`src/shared/resamp_disc_pkg.sv`:
```
// package: register map, field layout and constants of the resampler and
// discriminator control block.
// assumes a plain register port with word indices as addresses.
package resamp_disc_pkg;

  // register indices (one word each, byte address is four times the index)
  localparam logic [3:0] IDX_FREQ_STROBE  = 4'he;
  localparam logic [3:0] IDX_PHASE_STROBE = 4'hf;
  localparam logic [3:0] IDX_RESAMP_CTRL  = 4'h0;
  localparam logic [3:0] IDX_DISC_CTRL    = 4'h1;
  localparam logic [3:0] IDX_FREQ_HOLD    = 4'hc;
  localparam logic [3:0] IDX_PHASE_HOLD   = 4'hd;
  localparam logic [3:0] IDX_STATUS       = 4'h2;
  localparam int         ADDR_W           = 4;

  // resampling filter control fields
  localparam int RS_DELAY_LSB  = 4;
  localparam int RS_DELAY_W    = 8;
  localparam int RS_BYPASS_BIT = 3;
  localparam int RS_MODE_LSB   = 0;
  localparam int RS_MODE_W     = 3;
  localparam int RS_USED_W     = 12;

  // discriminator control fields
  localparam int DC_MULT_LSB   = 15;
  localparam int DC_MULT_W     = 2;
  localparam int DC_EN_BIT     = 14;
  localparam int DC_DEC_LSB    = 11;
  localparam int DC_DEC_W      = 3;
  localparam int DC_SYMT_BIT   = 10;
  localparam int DC_SYM_BIT    = 9;
  localparam int DC_TAPS_LSB   = 3;
  localparam int DC_TAPS_W     = 6;
  localparam int DC_DLY_LSB    = 0;
  localparam int DC_DLY_W      = 3;
  localparam int DC_USED_W     = 17;

  // reset values
  localparam logic [11:0] RS_CTRL_RST   = 12'h059; // delay 5, bypass on, mode 001
  localparam logic [16:0] DC_CTRL_RST   = 17'h00008; // one tap, all else zero
  localparam logic [31:0] FREQ_RST      = 32'h0000_0000;
  localparam logic [7:0]  PHASE_RST     = 8'h00;

  // filter mode codes
  localparam logic [2:0] MODE_RESAMP    = 3'h1;
  localparam logic [2:0] MODE_HB1       = 3'h2;
  localparam logic [2:0] MODE_RESAMP_HB1 = 3'h3;
  localparam logic [2:0] MODE_HB12      = 3'h6;
  localparam logic [2:0] MODE_ALL       = 3'h7;

  // interpolation factors and limits
  localparam logic [1:0] EXTRA_BY2      = 2'h1;
  localparam logic [1:0] EXTRA_BY4      = 2'h3;
  localparam logic [7:0] SERIAL_SAFE_DLY = 8'h10;
  localparam logic [3:0] DEC_BY8        = 4'h8;

  // pulse generator states
  typedef enum logic [1:0] {
    PG_IDLE = 2'b00,
    PG_WAIT = 2'b01,
    PG_EMIT = 2'b10
  } pulse_state_t;

endpackage

```
`src/shared/pulse_cfg_if.sv`:
```
// interface: configuration and event signals between the control top and
// its extra-output pulse spacer.
// assumes both ends on ref_clk.
`timescale 1ns/1ps
`default_nettype none
interface pulse_cfg_if;
  logic       sampleIn;   // first output of an input sample
  logic [7:0] pulseDelay; // output spacing minus one, in clocks
  logic [1:0] extraCount; // extra outputs per input, zero when none
  logic       extraPulse; // one extra output strobe
  logic       busy;       // extra outputs still pending
  modport ctrl (output sampleIn, output pulseDelay, output extraCount,
                input extraPulse, input busy);
  modport gen (input sampleIn, input pulseDelay, input extraCount,
               output extraPulse, output busy);
endinterface
`default_nettype wire

```
`src/core/resampler_discriminator_ctrl.sv`:
```
// control top of the resampler and frequency discriminator back end:
// register port, strobe transfers to active timing registers, resampler
// path selection and extra output timing, discriminator configuration.
// assumes a host that writes registers synchronous to ref_clk.
//
// Behaviour
// frequency strobe write copies held frequency
// phase strobe write copies held phase
// extra outputs spaced by pulse delay field
// host never writes delay zero or one
// one extra by two, three by four
// host sets delay to clock over rate minus one
// host keeps delay at five or more
// delay under sixteen may cut serial output
// bypass skips whole resampler including halfbands
// mode code picks filters, some codes invalid
// phase shifted left zero to three, enable
// decimation code zero means eight
// tap count equals field, never zero
// difference delay is field plus one
// symmetry type and symmetry use select FIR form
//
// Chosen here: the placing of the registers and the address-and-strobe port.
`timescale 1ns/1ps
`default_nettype none
module resampler_discriminator_ctrl (
  input  wire logic        ref_clk,      // processing clock, 250 MHz
  input  wire logic        rst_n,        // synchronous reset, active low
  input  wire logic [3:0]  regAddr,      // register index
  input  wire logic [31:0] regWdata,     // write data
  input  wire logic        regWr,        // write strobe
  input  wire logic        regRd,        // read strobe
  output logic      [31:0] regRdata,     // read data, cycle after strobe
  input  wire logic        sampleIn,     // new resampler input sample
  input  wire logic [15:0] phaseIn,      // converter phase word
  output logic             outStrobe,    // resampler output strobe
  output logic      [31:0] activeFreq,   // active timing frequency
  output logic      [7:0]  activePhase,  // active timing phase offset
  output logic             bypassPath,   // resampler section bypassed
  output logic             resampEn,     // resampler filter in path
  output logic             firstHbEn,    // first_interp_halfband in path
  output logic             secondHbEn,   // second_interp_halfband in path
  output logic             modeInvalid,  // mode code not usable
  output logic             serialRisk,   // delay may cut serial output
  output logic      [15:0] discPhase,    // shifted phase to discriminator
  output logic             discEn,       // discriminator enable
  output logic      [3:0]  firDecim,     // FIR decimation 1 to 8
  output logic             firEvenSym,   // even symmetry selected
  output logic             firAsym,      // coefficients asymmetric
  output logic      [5:0]  firTaps,      // FIR tap count
  output logic      [3:0]  diffDelay     // differencing delay 1 to 8
);

  // ---------------------------------------------------------------
  // functions
  // ---------------------------------------------------------------
  // true for the mode codes that select a real filter chain
  function automatic logic mode_ok(input logic [2:0] m);
    begin
      case (m)
        resamp_disc_pkg::MODE_RESAMP,
        resamp_disc_pkg::MODE_HB1,
        resamp_disc_pkg::MODE_RESAMP_HB1,
        resamp_disc_pkg::MODE_HB12,
        resamp_disc_pkg::MODE_ALL: mode_ok = 1'b1;
        default:                   mode_ok = 1'b0;
      endcase
    end
  endfunction

  // ---------------------------------------------------------------
  // registers
  // ---------------------------------------------------------------
  logic [31:0] holdFreq_r;   // held timing frequency
  logic [7:0]  holdPhase_r;  // held timing phase
  logic [31:0] actFreq_r;    // active timing frequency
  logic [7:0]  actPhase_r;   // active timing phase
  logic [11:0] rsCtrl_r;     // resampling filter control
  logic [16:0] dcCtrl_r;     // discriminator control
  logic [31:0] rdata_r;      // read data register
  logic [15:0] discPhase_r;  // shifted phase register
  logic        wrHit;        // helper for decode

  // every write is taken in the clock that carries the strobe; the host
  // never waits, so there is no ready signal on this port
  assign wrHit = regWr;

  // held words written by the host
  always_ff @(posedge ref_clk) begin
    if (!rst_n) begin
      holdFreq_r  <= resamp_disc_pkg::FREQ_RST;
      holdPhase_r <= resamp_disc_pkg::PHASE_RST;
    end else if (wrHit && regAddr == resamp_disc_pkg::IDX_FREQ_HOLD) begin
      holdFreq_r  <= regWdata;
    end else if (wrHit && regAddr == resamp_disc_pkg::IDX_PHASE_HOLD) begin
      holdPhase_r <= regWdata[7:0];
    end
  end

  // strobe writes move held values to active, data ignored
  always_ff @(posedge ref_clk) begin
    if (!rst_n) begin
      actFreq_r  <= resamp_disc_pkg::FREQ_RST;
      actPhase_r <= resamp_disc_pkg::PHASE_RST;
    end else begin
      if (wrHit && regAddr == resamp_disc_pkg::IDX_FREQ_STROBE) begin
        actFreq_r <= holdFreq_r;
      end
      if (wrHit && regAddr == resamp_disc_pkg::IDX_PHASE_STROBE) begin
        actPhase_r <= holdPhase_r;
      end
    end
  end

  // configuration words, reserved bits dropped
  always_ff @(posedge ref_clk) begin
    if (!rst_n) begin
      rsCtrl_r <= resamp_disc_pkg::RS_CTRL_RST;
      dcCtrl_r <= resamp_disc_pkg::DC_CTRL_RST;
    end else if (wrHit && regAddr == resamp_disc_pkg::IDX_RESAMP_CTRL) begin
      rsCtrl_r <= regWdata[11:0];
    end else if (wrHit && regAddr == resamp_disc_pkg::IDX_DISC_CTRL) begin
      dcCtrl_r <= regWdata[16:0];
    end
  end

  // ---------------------------------------------------------------
  // resampler path
  // ---------------------------------------------------------------
  logic [2:0] modeCode;  // filter mode field
  logic [7:0] pulseDly;  // output pulse delay field
  logic       bypassBit; // bypass field

  assign modeCode  = rsCtrl_r[resamp_disc_pkg::RS_MODE_LSB +: resamp_disc_pkg::RS_MODE_W];
  assign pulseDly  = rsCtrl_r[resamp_disc_pkg::RS_DELAY_LSB +: resamp_disc_pkg::RS_DELAY_W];
  assign bypassBit = rsCtrl_r[resamp_disc_pkg::RS_BYPASS_BIT];

  // bypass overrides every filter, halfbands included
  assign bypassPath  = bypassBit;
  assign modeInvalid = !bypassBit && !mode_ok(modeCode);   // see
  assign resampEn    = !bypassPath && !modeInvalid && modeCode[0];
  assign firstHbEn   = !bypassPath && !modeInvalid && modeCode[1];
  assign secondHbEn  = !bypassPath && !modeInvalid && modeCode[2];
  // short spacing warning for the serial output
  assign serialRisk  = !bypassPath && (pulseDly < resamp_disc_pkg::SERIAL_SAFE_DLY);

  pulse_cfg_if pcfg ();

  // extra outputs: one when by two, three when by four
  always_comb begin
    if (bypassPath || modeInvalid) begin
      pcfg.extraCount = 2'h0;
    end else if (secondHbEn) begin
      pcfg.extraCount = resamp_disc_pkg::EXTRA_BY4;
    end else if (firstHbEn) begin
      pcfg.extraCount = resamp_disc_pkg::EXTRA_BY2;
    end else begin
      pcfg.extraCount = 2'h0;
    end
  end
  assign pcfg.sampleIn   = sampleIn;
  assign pcfg.pulseDelay = pulseDly;

  extra_pulse_gen u_pulse (
    .ref_clk (ref_clk),
    .rst_n   (rst_n),
    .cfg     (pcfg)
  );

  // first output follows the sample, extras from the spacer
  assign outStrobe = sampleIn || pcfg.extraPulse;

  // ---------------------------------------------------------------
  // discriminator
  // ---------------------------------------------------------------
  logic [1:0] multSel;  // phase multiplier field

  assign multSel = dcCtrl_r[resamp_disc_pkg::DC_MULT_LSB +: resamp_disc_pkg::DC_MULT_W];

  // shift up, top bits dropped, zero fill from the bottom
  // the phase is modulo a full circle, so losing the top bits is exactly
  // the wrap that the multiplier needs
  always_ff @(posedge ref_clk) begin
    if (!rst_n) begin
      discPhase_r <= 16'h0000;
    end else begin
      discPhase_r <= phaseIn << multSel;
    end
  end
  assign discPhase  = discPhase_r;
  assign discEn     = dcCtrl_r[resamp_disc_pkg::DC_EN_BIT];
  // code zero decimates by eight
  assign firDecim   = (dcCtrl_r[13:11] == 3'h0) ? resamp_disc_pkg::DEC_BY8
                                                : {1'b0, dcCtrl_r[13:11]};
  assign firEvenSym = dcCtrl_r[resamp_disc_pkg::DC_SYMT_BIT];
  assign firAsym    = dcCtrl_r[resamp_disc_pkg::DC_SYM_BIT];
  assign firTaps    = dcCtrl_r[resamp_disc_pkg::DC_TAPS_LSB +: resamp_disc_pkg::DC_TAPS_W];
  assign diffDelay  = {1'b0, dcCtrl_r[2:0]} + 4'h1;

  assign activeFreq  = actFreq_r;
  assign activePhase = actPhase_r;

  // ---------------------------------------------------------------
  // read port
  // ---------------------------------------------------------------
  // read data valid only in the cycle after the strobe; strobes read zero
  // the strobe locations hold nothing of their own, so reading them is harmless
  always_ff @(posedge ref_clk) begin
    if (!rst_n) begin
      rdata_r <= 32'h0000_0000;
    end else if (regRd) begin
      case (regAddr)
        resamp_disc_pkg::IDX_RESAMP_CTRL: rdata_r <= {20'h00000, rsCtrl_r};
        resamp_disc_pkg::IDX_DISC_CTRL:   rdata_r <= {15'h0000, dcCtrl_r};
        resamp_disc_pkg::IDX_FREQ_HOLD:   rdata_r <= holdFreq_r;
        resamp_disc_pkg::IDX_PHASE_HOLD:  rdata_r <= {24'h000000, holdPhase_r};
        resamp_disc_pkg::IDX_STATUS:      rdata_r <= {28'h0000000, pcfg.busy,
                                                      serialRisk, modeInvalid,
                                                      bypassPath};
        default:                          rdata_r <= 32'h0000_0000;
      endcase
    end else begin
      rdata_r <= 32'h0000_0000;
    end
  end
  assign regRdata = rdata_r;
endmodule
`default_nettype wire

```
`src/core/extra_pulse_gen.sv`:
```
// extra output pulse spacer: after a first output, emits one, or three,
// further output strobes each spaced by the programmed delay plus one clock.
// assumes a delay of at least 2 clocks and a synchronous active-low reset.
`timescale 1ns/1ps
`default_nettype none
module extra_pulse_gen (
  input  wire logic  ref_clk,
  input  wire logic  rst_n,
  pulse_cfg_if.gen   cfg
);

  // ---------------------------------------------------------------
  // state
  // ---------------------------------------------------------------
  resamp_disc_pkg::pulse_state_t state_r;  // spacer state
  logic [7:0]                    count_r;  // clocks since last output
  logic [1:0]                    left_r;   // extra outputs still owed

  // walk through the spacing; a new sample restarts the sequence
  always_ff @(posedge ref_clk) begin
    if (!rst_n) begin
      state_r <= resamp_disc_pkg::PG_IDLE;
      count_r <= 8'h00;
      left_r  <= 2'h0;
    end else if (cfg.sampleIn && cfg.extraCount != 2'h0) begin
      state_r <= resamp_disc_pkg::PG_WAIT;
      count_r <= 8'h01;
      left_r  <= cfg.extraCount;
    end else begin
      case (state_r)
        resamp_disc_pkg::PG_IDLE: begin
          count_r <= 8'h00;
        end
        resamp_disc_pkg::PG_WAIT: begin
          // spacing counted from the previous output (see)
          if (count_r >= cfg.pulseDelay) begin
            state_r <= resamp_disc_pkg::PG_EMIT;
          end else begin
            count_r <= count_r + 8'h01;
          end
        end
        resamp_disc_pkg::PG_EMIT: begin
          left_r  <= left_r - 2'h1;
          count_r <= 8'h01;
          state_r <= (left_r == 2'h1) ? resamp_disc_pkg::PG_IDLE
                                      : resamp_disc_pkg::PG_WAIT;
        end
        default: begin
          state_r <= resamp_disc_pkg::PG_IDLE;
        end
      endcase
    end
  end

  // the strobe itself is the emit state, output one cycle long
  assign cfg.extraPulse = (state_r == resamp_disc_pkg::PG_EMIT);
  assign cfg.busy       = (state_r != resamp_disc_pkg::PG_IDLE);

endmodule
`default_nettype wire

```
`config.mk`:
```
export PLATFORM = sky130hd
export DESIGN_NAME = resampler_discriminator_ctrl
export DESIGN_NICKNAME = d
export VERILOG_FILES = /design/src/shared/resamp_disc_pkg.sv /design/src/shared/pulse_cfg_if.sv /design/src/core/resampler_discriminator_ctrl.sv /design/src/core/extra_pulse_gen.sv
export SDC_FILE = /design/constraint.sdc
export NUM_CORES = 1
export LEC_CHECK = 0
export BUFFER_PORTS_ARGS = -buffer_cell sky130_fd_sc_hd__clkbuf_2
export CAP_MARGIN = 20
export CORE_MARGIN = 4
export CORE_UTILIZATION = 40
export CTS_CLUSTER_SIZE = 30
export DETAILED_ROUTE_END_ITERATION = 10
export GPL_ROUTABILITY_DRIVEN = 1
export SLEW_MARGIN = 15
export SYNTH_ARGS = -nofsm -noshare
export SYNTH_HDL_FRONTEND = slang
export SYNTH_HIERARCHICAL = 1
export SYNTH_SLANG_ARGS = --single-unit
```
`constraint.sdc`:
```
create_clock -name ref_clk -period 6.23 [get_ports ref_clk]
set_input_delay 1.5575 -clock ref_clk [delete_from_list [all_inputs] [get_ports ref_clk]]
set_output_delay 1.5575 -clock ref_clk [all_outputs]
set_load 0.03 [all_outputs]
```
==> qor.txt, run 1 <==
routability cong.: 0.843
Hold WS: 0.478 ns
Die Y: 144 um
post-CTS resize count: 0
Yosys reg bits: 169
area of the die: 20,800 um^2
Design Area, Final: 8870 um^2
Hold Crit Class: flop to flop
Final Setup Violations: 0
Compound-Gate Fraction of Synth Area: 0.214
CORE AREA: 18,100 um^2
CTS tree: yes
Area contributors post-synth: dfxtp_1 (46%), nand3_1 (8.4%), o21ai_0 (8.0%), a21oi_1 (7.7%), mux4_2 (3.6%)
mux contribution to synthesized area: 0.0626
measured slew at the worst slew-check pin: 1.01 ns
largest area contributor in the netlist: dfxtp_1
post-CTS setup buffer count: 0
Syn Inst Count: 851
Int Power: 1750 uW
post-synth top area share: 0.456
Ports: 169
Area growth, synth to finish: 19.6%
reg2reg start: u_pulse/count_r[0]$_SDFFE_PN0P_
setup tns final: 0 ns
Skew-Pair Late Insertion Delay: 0.43 ns
Most Frequent Cell on Critical Path: clkbuf_2
met3 usage: 0.0529
ANT nets after route: 0
slowest cell delay on critical path: 0.27 ns
Post-synth EDFFs: 0
GRT Overall Usage: 0.213
routed wire length: 22,300 um
P per Cell Area: 265 nW/um^2
Switching Power: 601 uW
Clock transition at path regs: 0.07 ns
clock network fraction of design power: 0.463
FF-to-FF path depth: 7
largest family of logic cells by synthesized area: compound AO/OA/AOI/OAI gates
Std-Cell Rows: 49
Tmin final: 3.67 ns
ordered cell list for the critical path: clkbuf_2 -> or2_2 -> clkbuf_2
# Max-Cap Violations: 0
CP startpoint: sampleIn
distinct cell type count after synthesis: 69
GR Util met2: 0.315
Sw Ratio: 0.255
I/O Buffers: 168
slowest CP cell: or2_2
CP endpoint kind: primary output
# clock sinks: 169
CTS buffer count: 17
Setup Skew: 0.0108 ns
Post-synth top cells: dfxtp_1 (169), nand3_1 (124), o21ai_0 (118), a21oi_1 (114), clkbuf_1 (68)
top-count cell post-synth: dfxtp_1
vias in the first global route: 6,384
Synth Area in XOR/XNOR: 0.00236
dpl cell area: 8250 um^2
Worst EP required: 4.67 ns
Crit Path Max Fanout: 4
net count after synthesis: 922
routed vias/inst: 5.67
Mapped Avg Cell Area: 8.71 um^2
vias: 6,814
r2r setup slk: 3.84 ns
r2r endpoint: u_pulse/state_r[0]$_SDFFE_PN0P_
Syn. warnings: 6
power share of the combinational group: 0.069
1st-iter DRT viols: 446
Buf+Inv Stages, Crit Path: 2
type of origin of the critical path: input pin
final period utilization: 0.590
Crit Path Class: input pin to primary output
Synth Area in Adders: 0.0236
Die W: 144 um
post-synthesis sequential area ratio: 0.456
CTS HTree Levels: 4
Detail Placement HPWL: 15,000 um
antenna violations before repair: 1
Post-Syn Area: 7420 um^2
met1 Track Usage GR: 0.310
effective utilization at floorplan: 0.410
CTS Hold Buffers Added: 0
gr busiest metal: met2
Final #Nets: 1,031
first-pass GRT wire length: 35,400 um
fill count: 1,756
leakage power: 0.00337 uW
RSZ-0062 raised after global routing: no
hold path depth: 2
Rel. slew slack: 0.327
total power: 2350 uW
FMAX: 272 MHz
max-slew violations: 0
first-pass iteration count of the detailed router: 5
Post-Synth Simple-Gate Area: 0.181
Hold EP: activeFreq[18]$_SDFFE_PN0P_
final hold vios: 0
delay-heaviest family, CP: buffers and inverters
WL per Instance: 18.5 um
Clock Root Buffer: clkbuf_16
GRT overflow: 0
status: finished clean
CTS Buffer Depth: 2
Synth Flop Type: dfxtp_1
hold path startpoint: holdFreq_r[18]$_SDFFE_PN0N_
Peak VDD IR: 0.178 mV
largest net degree at the start of global routing: 79
fraction of registers with async set/reset: 0
share of layout cells above drive strength 1: 0.252
Sequential Power Share: 0.468
# DRC: 0
crit path DAT: 2.12 ns
## kinds of logic (layout without fill, tap and decap cells)
family | Yosys count | after routing
multiplexers | 31 | 31
buffers and inverters | 108 | 229
flip-flops | 169 | 169
AO/OA/AOI/OAI | 283 | 283
other | 0 | 1
adder cells (fa/ha/maj) | 14 | 14
AND/OR/NAND/NOR | 244 | 244
XOR/XNOR | 2 | 2
## tightest hold or removal path, cell delays in order (launching register included)
cell and delay [ns]:
dfxtp_1 0.32, nand3_1 0.06, a21oi_1 0.05
## registers in the layout, indices dropped and copies added (netlist names)
| name | flops |
|---|---|
| activeFreq | 32 |
| activePhase | 8 |
| dcCtrl_r | 17 |
| discPhase | 16 |
| holdFreq_r | 32 |
| holdPhase_r | 8 |
| regRdata | 32 |
| rsCtrl_r | 12 |
| u_pulse/count_r | 8 |
| u_pulse/left_r | 2 |
| u_pulse/state_r | 2 |
## layer usage
metal / share of wire / routed length, um
met2: 0.44 / 9780
met5: 0 / 0
met3: 0.073 / 1610
met1: 0.47 / 10400
met4: 0.018 / 407
## cell type report
| cell class | count | area (um^2) | share of cell area |
|---|---|---|---|
| Antenna cell | 1 | 2.50 | 0.000282 |
| Clock buffer | 18 | 439 | 0.0495 |
| Clock inverter | 13 | 158 | 0.0178 |
| Inverter | 22 | 83.8 | 0.00945 |
| Multi-Input combinational cell | 574 | 3610 | 0.407 |
| Sequential cell | 169 | 3380 | 0.382 |
| Tap cell | 229 | 287 | 0.0323 |
| Timing Repair Buffer | 176 | 905 | 0.102 |
## power by group through the flow
stage / clock network (uW) / logic [uW] / registers, uW
after CTS: 1110 / 161 / 1100
after floorplan: 0 / 88.8 / 1140
after global placement: 0 / 160 / 1130
after global routing: 1160 / 176 / 1100
final: 1090 / 162 / 1100
after detailed placement: 0 / 160 / 1130
## worst max path at each step
stage	end	slack, ns	cells past startpoint
floorplan	outStrobe	2.77	1
global placement	regRdata[2]$_SDFF_PN0_	2.34	4
detailed placement	regRdata[2]$_SDFF_PN0_	2.33	4
CTS	outStrobe	2.56	3
global route	outStrobe	2.54	3
finish	outStrobe	2.56	3
## placed cells by master (no fill, tap or decap), drive strengths merged, types with 2 or more instances in the layout
cell type	netlist	layout
clkbuf	69	186
dfxtp	169	169
nand3	124	124
o21ai	119	119
a21oi	116	116
inv	22	29
and2	28	28
nor2	24	24
nand2	18	18
mux2i	16	16
ha	14	14
mux4	12	12
a211oi	10	10
a22oi	9	9
and3	9	9
buf	17	8
o22a	6	6
o211ai	6	6
nor3	5	5
nand2b	5	5
nor3b	4	4
nor2b	4	4
nor4bb	3	3
mux2	3	3
and3b	3	3
a221oi	3	3
xor2	2	2
or2	2	2
clkinv	0	2
nand3b	2	2
a31oi	2	2
bufinv	0	2
clkinvlp	0	2
or4	2	2
nor4b	2	2
or4b	2	2
a21boi	2	2
## per-stage QoR
| stage | util | setup WS [ns] | std cells |
|---|---|---|---|
| floorplan | - | 2.77 | 851 |
| global placement | 0.456 | 2.34 | 1169 |
| detailed placement | 0.456 | 2.33 | 1169 |
| CTS | 0.489 | 2.56 | 1200 |
| global route | 0.490 | 2.54 | 1202 |
| finish | 0.490 | 2.56 | 1202 |
Note: power is estimated with default switching activity, not from simulation.
==> run 2: changes to the inputs <==
- clock period: 6.23 -> 3.7 ns (I/O delays scaled with it)
==> run 2 against run 1 <==
Sequential power grew 68%; utilization grew 0.31 points; sequential share of layout area shrank 0.24 points; highest routed layer unchanged; global-route usage shrank 0.15 points; die area is the same; first-iteration DRC count grew 4.7%; critical path depth is the same.
==> qor.txt, run 2 (synthesis gave the netlist of run 1 again) <==
area of the die: 20,800 um^2 (unchanged)
Design Area, Final: 8920 um^2 (+0.64%)
first-pass iteration count of the detailed router: 5 (unchanged)
Die Y: 144 um (unchanged)
routed vias/inst: 5.57 (-1.7%)
# clock sinks: 169 (unchanged)
post-CTS setup buffer count: 0 (unchanged)
CTS Buffer Depth: 2 (unchanged)
vias in the first global route: 6,319 (-1.0%)
share of layout cells above drive strength 1: 0.256 (+0.00433)
fill count: 1,765 (+0.51%)
CTS tree: yes
CTS Hold Buffers Added: 0 (unchanged)
delay-heaviest family, CP: simple AND/OR/NAND/NOR gates
1st-iter DRT viols: 467 (+4.7%)
ordered cell list for the critical path: or4_4 -> nor2_1 -> clkbuf_2
Peak VDD IR: 0.269 mV (+51%)
ANT nets after route: 0 (unchanged)
leakage power: 0.00341 uW (+1.1%)
CORE AREA: 18,100 um^2 (unchanged)
Detail Placement HPWL: 15,000 um (-0.63%)
GRT Overall Usage: 0.212 (-0.00145)
GRT overflow: 0 (unchanged)
routed wire length: 21,800 um (-1.9%)
Hold Crit Class: flop to flop
most common cell after layout, fill and taps aside: dfxtp_1
Worst EP required: 2.77 ns (-1.90 ns)
Final #Nets: 1,038 (+0.68%)
slowest CP cell: or4_4
Crit Path Class: flop to primary output
CTS buffer count: 17 (unchanged)
status: finished clean
WL per Instance: 18.1 um (-2.5%)
Setup Skew: 0.00765 ns (-0.00318 ns)
P per Cell Area: 439 nW/um^2 (+66%)
routability cong.: 0.843 (about the same)
# DRC: 0 (unchanged)
setup tns final: 0 ns (unchanged)
effective utilization at floorplan: 0.410 (unchanged)
CTS HTree Levels: 4 (unchanged)
max-slew violations: 0 (unchanged)
FMAX: 347 MHz
dpl cell area: 8340 um^2 (+1.0%)
Tmin final: 2.88 ns
Skew-Pair Late Insertion Delay: 0.43 ns (about the same)
measured slew at the worst slew-check pin: 0.958 ns (-0.0500 ns)
CP endpoint kind: primary output
gr busiest metal: met2
met3 usage: 0.0569 (+0.00397)
Std-Cell Rows: 49 (unchanged)
slowest cell delay on critical path: 0.61 ns (+0.34 ns)
final period utilization: 0.778
GR Util met2: 0.310 (-0.00490)
final hold vios: 0 (unchanged)
Area growth, synth to finish: 20.3%
first-pass GRT wire length: 34,900 um (-1.2%)
antenna violations before repair: 1 (unchanged)
crit path DAT: 1.95 ns (-0.17 ns)
Clock transition at path regs: 0.07 ns (about the same)
Rel. slew slack: 0.360 (+0.0332)
Die W: 144 um (unchanged)
met1 Track Usage GR: 0.304 (-0.00585)
I/O Buffers: 168 (unchanged)
type of origin of the critical path: flop
largest net degree at the start of global routing: 105 (+33%)
# Max-Cap Violations: 0 (unchanged)
post-CTS resize count: 0 (unchanged)
Ports: 169 (unchanged)
commonest non-fill, non-tap cells in the layout: dfxtp_1 (169), clkbuf_2 (168), nand3_1 (123)
RSZ-0062 raised after global routing: no
Clock Root Buffer: clkbuf_16
Final Setup Violations: 0 (unchanged)
vias: 6,738 (-1.1%)
Crit Path Max Fanout: 11 (+7)
Buf+Inv Stages, Crit Path: 1 (-1)
==> run 2: cell count changes in the layout (fill, tap and decap cells not counted), sizes merged <==
cell      before  now
buf            8   15
inv           29   31
bufinv         2    1
clkinv         2    3
clkinvlp       2    1
clkbuf       186  185
==> run 2: final cells by class <==
type                       instances  area, um^2  area share
sequential                       169        3380       0.379
multi-input combinational        574        3610       0.404
clock inverter                    14         156      0.0175
timing repair buffer             183         978       0.110
inverter                          22        83.8     0.00939
antenna                            1        2.50    0.000280
tap                              229         287      0.0321
clock buffer                      17         425      0.0477
==> run 2: worst min-delay path, cell delays in order (launching register included) <==
cell,delay [ns]
dfxtp_1,0.31
nand3_1,0.06
a21oi_1,0.05
==> run 2: worst paths after layout <==
path,start,end,slack (ns),cells after the start
worst min-delay path,holdFreq_r[31]$_SDFFE_PN0N_,activeFreq[31]$_SDFFE_PN0P_,0.47,2
worst max register to register,u_pulse/count_r[0]$_SDFFE_PN0P_,u_pulse/state_r[0]$_SDFFE_PN0P_,1.25,7
worst max-delay path,rsCtrl_r[3]$_SDFFE_PN1N_,serialRisk,0.82,3
worst min register to register,holdFreq_r[31]$_SDFFE_PN0N_,activeFreq[31]$_SDFFE_PN0P_,0.47,2
==> run 2: routing by layer <==
metal	share of wire	up-vias	routed length (um)
li1	-	3291	-
met2	0.44	231	9540
met3	0.072	26	1570
met4	0.021	0	455
met5	0	-	0
met1	0.47	3190	10300
==> run 2: metrics by stage <==
stage	power (uW)	std cells	utilization	hold WS [ns]	worst slack [ns]
6_report	3920	1209	0.493	0.471	0.822
5_1_grt	4060	1209	0.493	0.498	0.786
4_1_cts	3960	1208	0.493	0.474	0.815
3_5_place_dp	2170	1177	0.461	0.461	0.914
3_3_place_gp	2170	1177	0.461	0.460	0.962
2_1_floorplan	2060	851	-	0.446	1.11
==> run 2: where the power goes <==
| part | switching [uW] | internal [uW] |
|---|---|---|
| clock network | 828 | 961 |
| registers | 14.2 | 1840 |
| logic | 192 | 86.5 |
| total | 1030 | 2890 |
==> run 3: changes to the inputs <==
- clock period: 3.7 -> 2.4 ns (I/O delays scaled with it)
==> run 3 against run 2 <==
Cell count is 1.5% higher; register-to-register slack worse by 1.1 ns; hold slack worse by 0.078 ns; sequential share of layout area is 0.58 points lower; sequential power is 54% higher; via count is 1.1% higher; sequential cell count stayed put; first-iteration DRC count is 12% higher.
==> qor.txt, run 3 (synthesis gave the netlist of run 1 again) <==
status: finished clean
max-slew violations: 0 (unchanged)
most common cell after layout, fill and taps aside: dfxtp_1
CTS HTree Levels: 4 (unchanged)
share of layout cells above drive strength 1: 0.272 (+0.0152)
Crit Path Class: flop to primary output
effective utilization at floorplan: 0.410 (unchanged)
post-CTS setup buffer count: 0 (unchanged)
r2r setup slk: 0.15 ns (-1.10 ns)
WL per Instance: 18.0 um (-0.31%)
fin cells: 1,227 (+1.5%)
Skew-Pair Late Insertion Delay: 0.43 ns (about the same)
largest net degree at the start of global routing: 104 (-0.95%)
Detail Placement HPWL: 15,100 um (+1.3%)
ANT nets after route: 0 (unchanged)
CTS buffer count: 17 (unchanged)
Final Setup Violations: 0 (unchanged)
Die Y: 144 um (unchanged)
first-pass iteration count of the detailed router: 5 (unchanged)
Setup WS pre-CTS: 0.167 ns (-0.746 ns)
Area growth, synth to finish: 22.3%
final period utilization: 0.962
vias in the first global route: 6,399 (+1.3%)
Rel. slew slack: 0.481 (+0.120)
final hold vios: 0 (unchanged)
Hold Crit Class: input pin to flop
Clock transition at path regs: 0.07 ns (about the same)
Worst EP required: 1.80 ns (-0.97 ns)
Setup Skew: 0.00548 ns (-0.00217 ns)
type of origin of the critical path: flop
measured slew at the worst slew-check pin: 0.778 ns (-0.180 ns)
antenna violations before repair: 0 (-1)
CTS Buffer Depth: 2 (unchanged)
Tmin final: 2.31 ns
# clock sinks: 169 (unchanged)
leakage power: 0.00350 uW (+2.6%)
commonest non-fill, non-tap cells in the layout: dfxtp_1 (168), clkbuf_2 (167), nand3_1 (123)
routed wire length: 22,100 um (+1.2%)
1st-iter DRT viols: 524 (+12%)
antenna diode count: 0 (-1)
vias: 6,815 (+1.1%)
fill count: 1,748 (-0.96%)
P per Cell Area: 664 nW/um^2 (+51%)
CP endpoint kind: primary output
# DRC: 0 (unchanged)
Die W: 144 um (unchanged)
placed cell count: 1,195 (+1.5%)
RSZ-0062 raised after global routing: no
Peak VDD IR: 0.494 mV (+84%)
total power: 6030 uW (+54%)
GRT overflow: 0 (unchanged)
CTS tree: yes
I/O Buffers: 168 (unchanged)
final setup margin: 0.0906 ns (-0.731 ns)
setup tns final: 0 ns (unchanged)
first-pass GRT wire length: 34,900 um (unchanged)
Std-Cell Rows: 49 (unchanged)
GRT Overall Usage: 0.212 (about the same)
post-CTS resize count: 2 (+2)
area of the die: 20,800 um^2 (unchanged)
# Max-Cap Violations: 0 (unchanged)
routed vias/inst: 5.55 (-0.34%)
Clock Root Buffer: clkbuf_16
CORE AREA: 18,100 um^2 (unchanged)
Ports: 169 (unchanged)
crit path DAT: 1.71 ns (-0.24 ns)
routability cong.: 0.838 (-0.59%)
FMAX: 433 MHz
Final #Nets: 1,056 (+1.7%)
Finished Core Util: 0.502 (+0.00823)
Crit Path Max Fanout: 11 (unchanged)
CTS Hold Buffers Added: 0 (unchanged)
[run 3: cell count changes in the layout (fill, tap and decap cells not counted), sizes merged]
cell    previous run  this run
inv               31        29
buf               15        34
clkinv             3         4
diode              1         0
clkbuf           185       186
[run 3: area by class of cell]
| type | instances | area [um^2] | share of cell area |
|---|---|---|---|
| multi-input combinational | 574 | 3610 | 0.398 |
| inverter | 22 | 83.8 | 0.00924 |
| clock buffer | 19 | 443 | 0.0488 |
| sequential | 169 | 3390 | 0.373 |
| tap | 229 | 287 | 0.0316 |
| timing repair buffer | 201 | 1130 | 0.124 |
| clock inverter | 13 | 131 | 0.0145 |
[run 3: through the flow]
stage	cell area, um^2	hold slack, ns
3_3_place_gp	8490	0.460
2_1_floorplan	7420	0.446
4_1_cts	9070	0.371
5_1_grt	9070	0.379
6_report	9070	0.393
3_5_place_dp	8490	0.463
[run 3: final timing paths]
path | startpoint | end | cells past startpoint
worst max register to register | u_pulse/count_r[0]$_SDFFE_PN0P_ | u_pulse/count_r[1]$_SDFFE_PP0P_ | 7
worst max-delay path | rsCtrl_r[3]$_SDFFE_PN1N_ | serialRisk | 3
worst min register to register | holdFreq_r[30]$_SDFFE_PN0N_ | activeFreq[30]$_SDFFE_PN0P_ | 2
worst min-delay path | regWdata[27] | holdFreq_r[27]$_SDFFE_PN0N_ | 3
[run 3: worst max-delay path: stages, from the launching register on]
cell and delay [ns]:
dfxtp_4 0.40, or4_4 0.55, nor2_1 0.15, buf_4 0.18
[run 3: power by group]
part / internal, uW / leakage, uW / switching, uW / total, uW
logic: 147 / 0.00185 / 304 / 450
clock network: 1490 / 0.000283 / 1230 / 2720
registers: 2830 / 0.00137 / 20.0 / 2850
total: 4470 / 0.00350 / 1560 / 6030
[run 3: layer usage]
metal,up-vias,wire length (um),global-route usage
met5,-,0,0
met4,0,395,0.0653
met3,26,1760,0.0618
met2,264,9730,0.307
met1,3197,10200,0.305
li1,3328,-,-
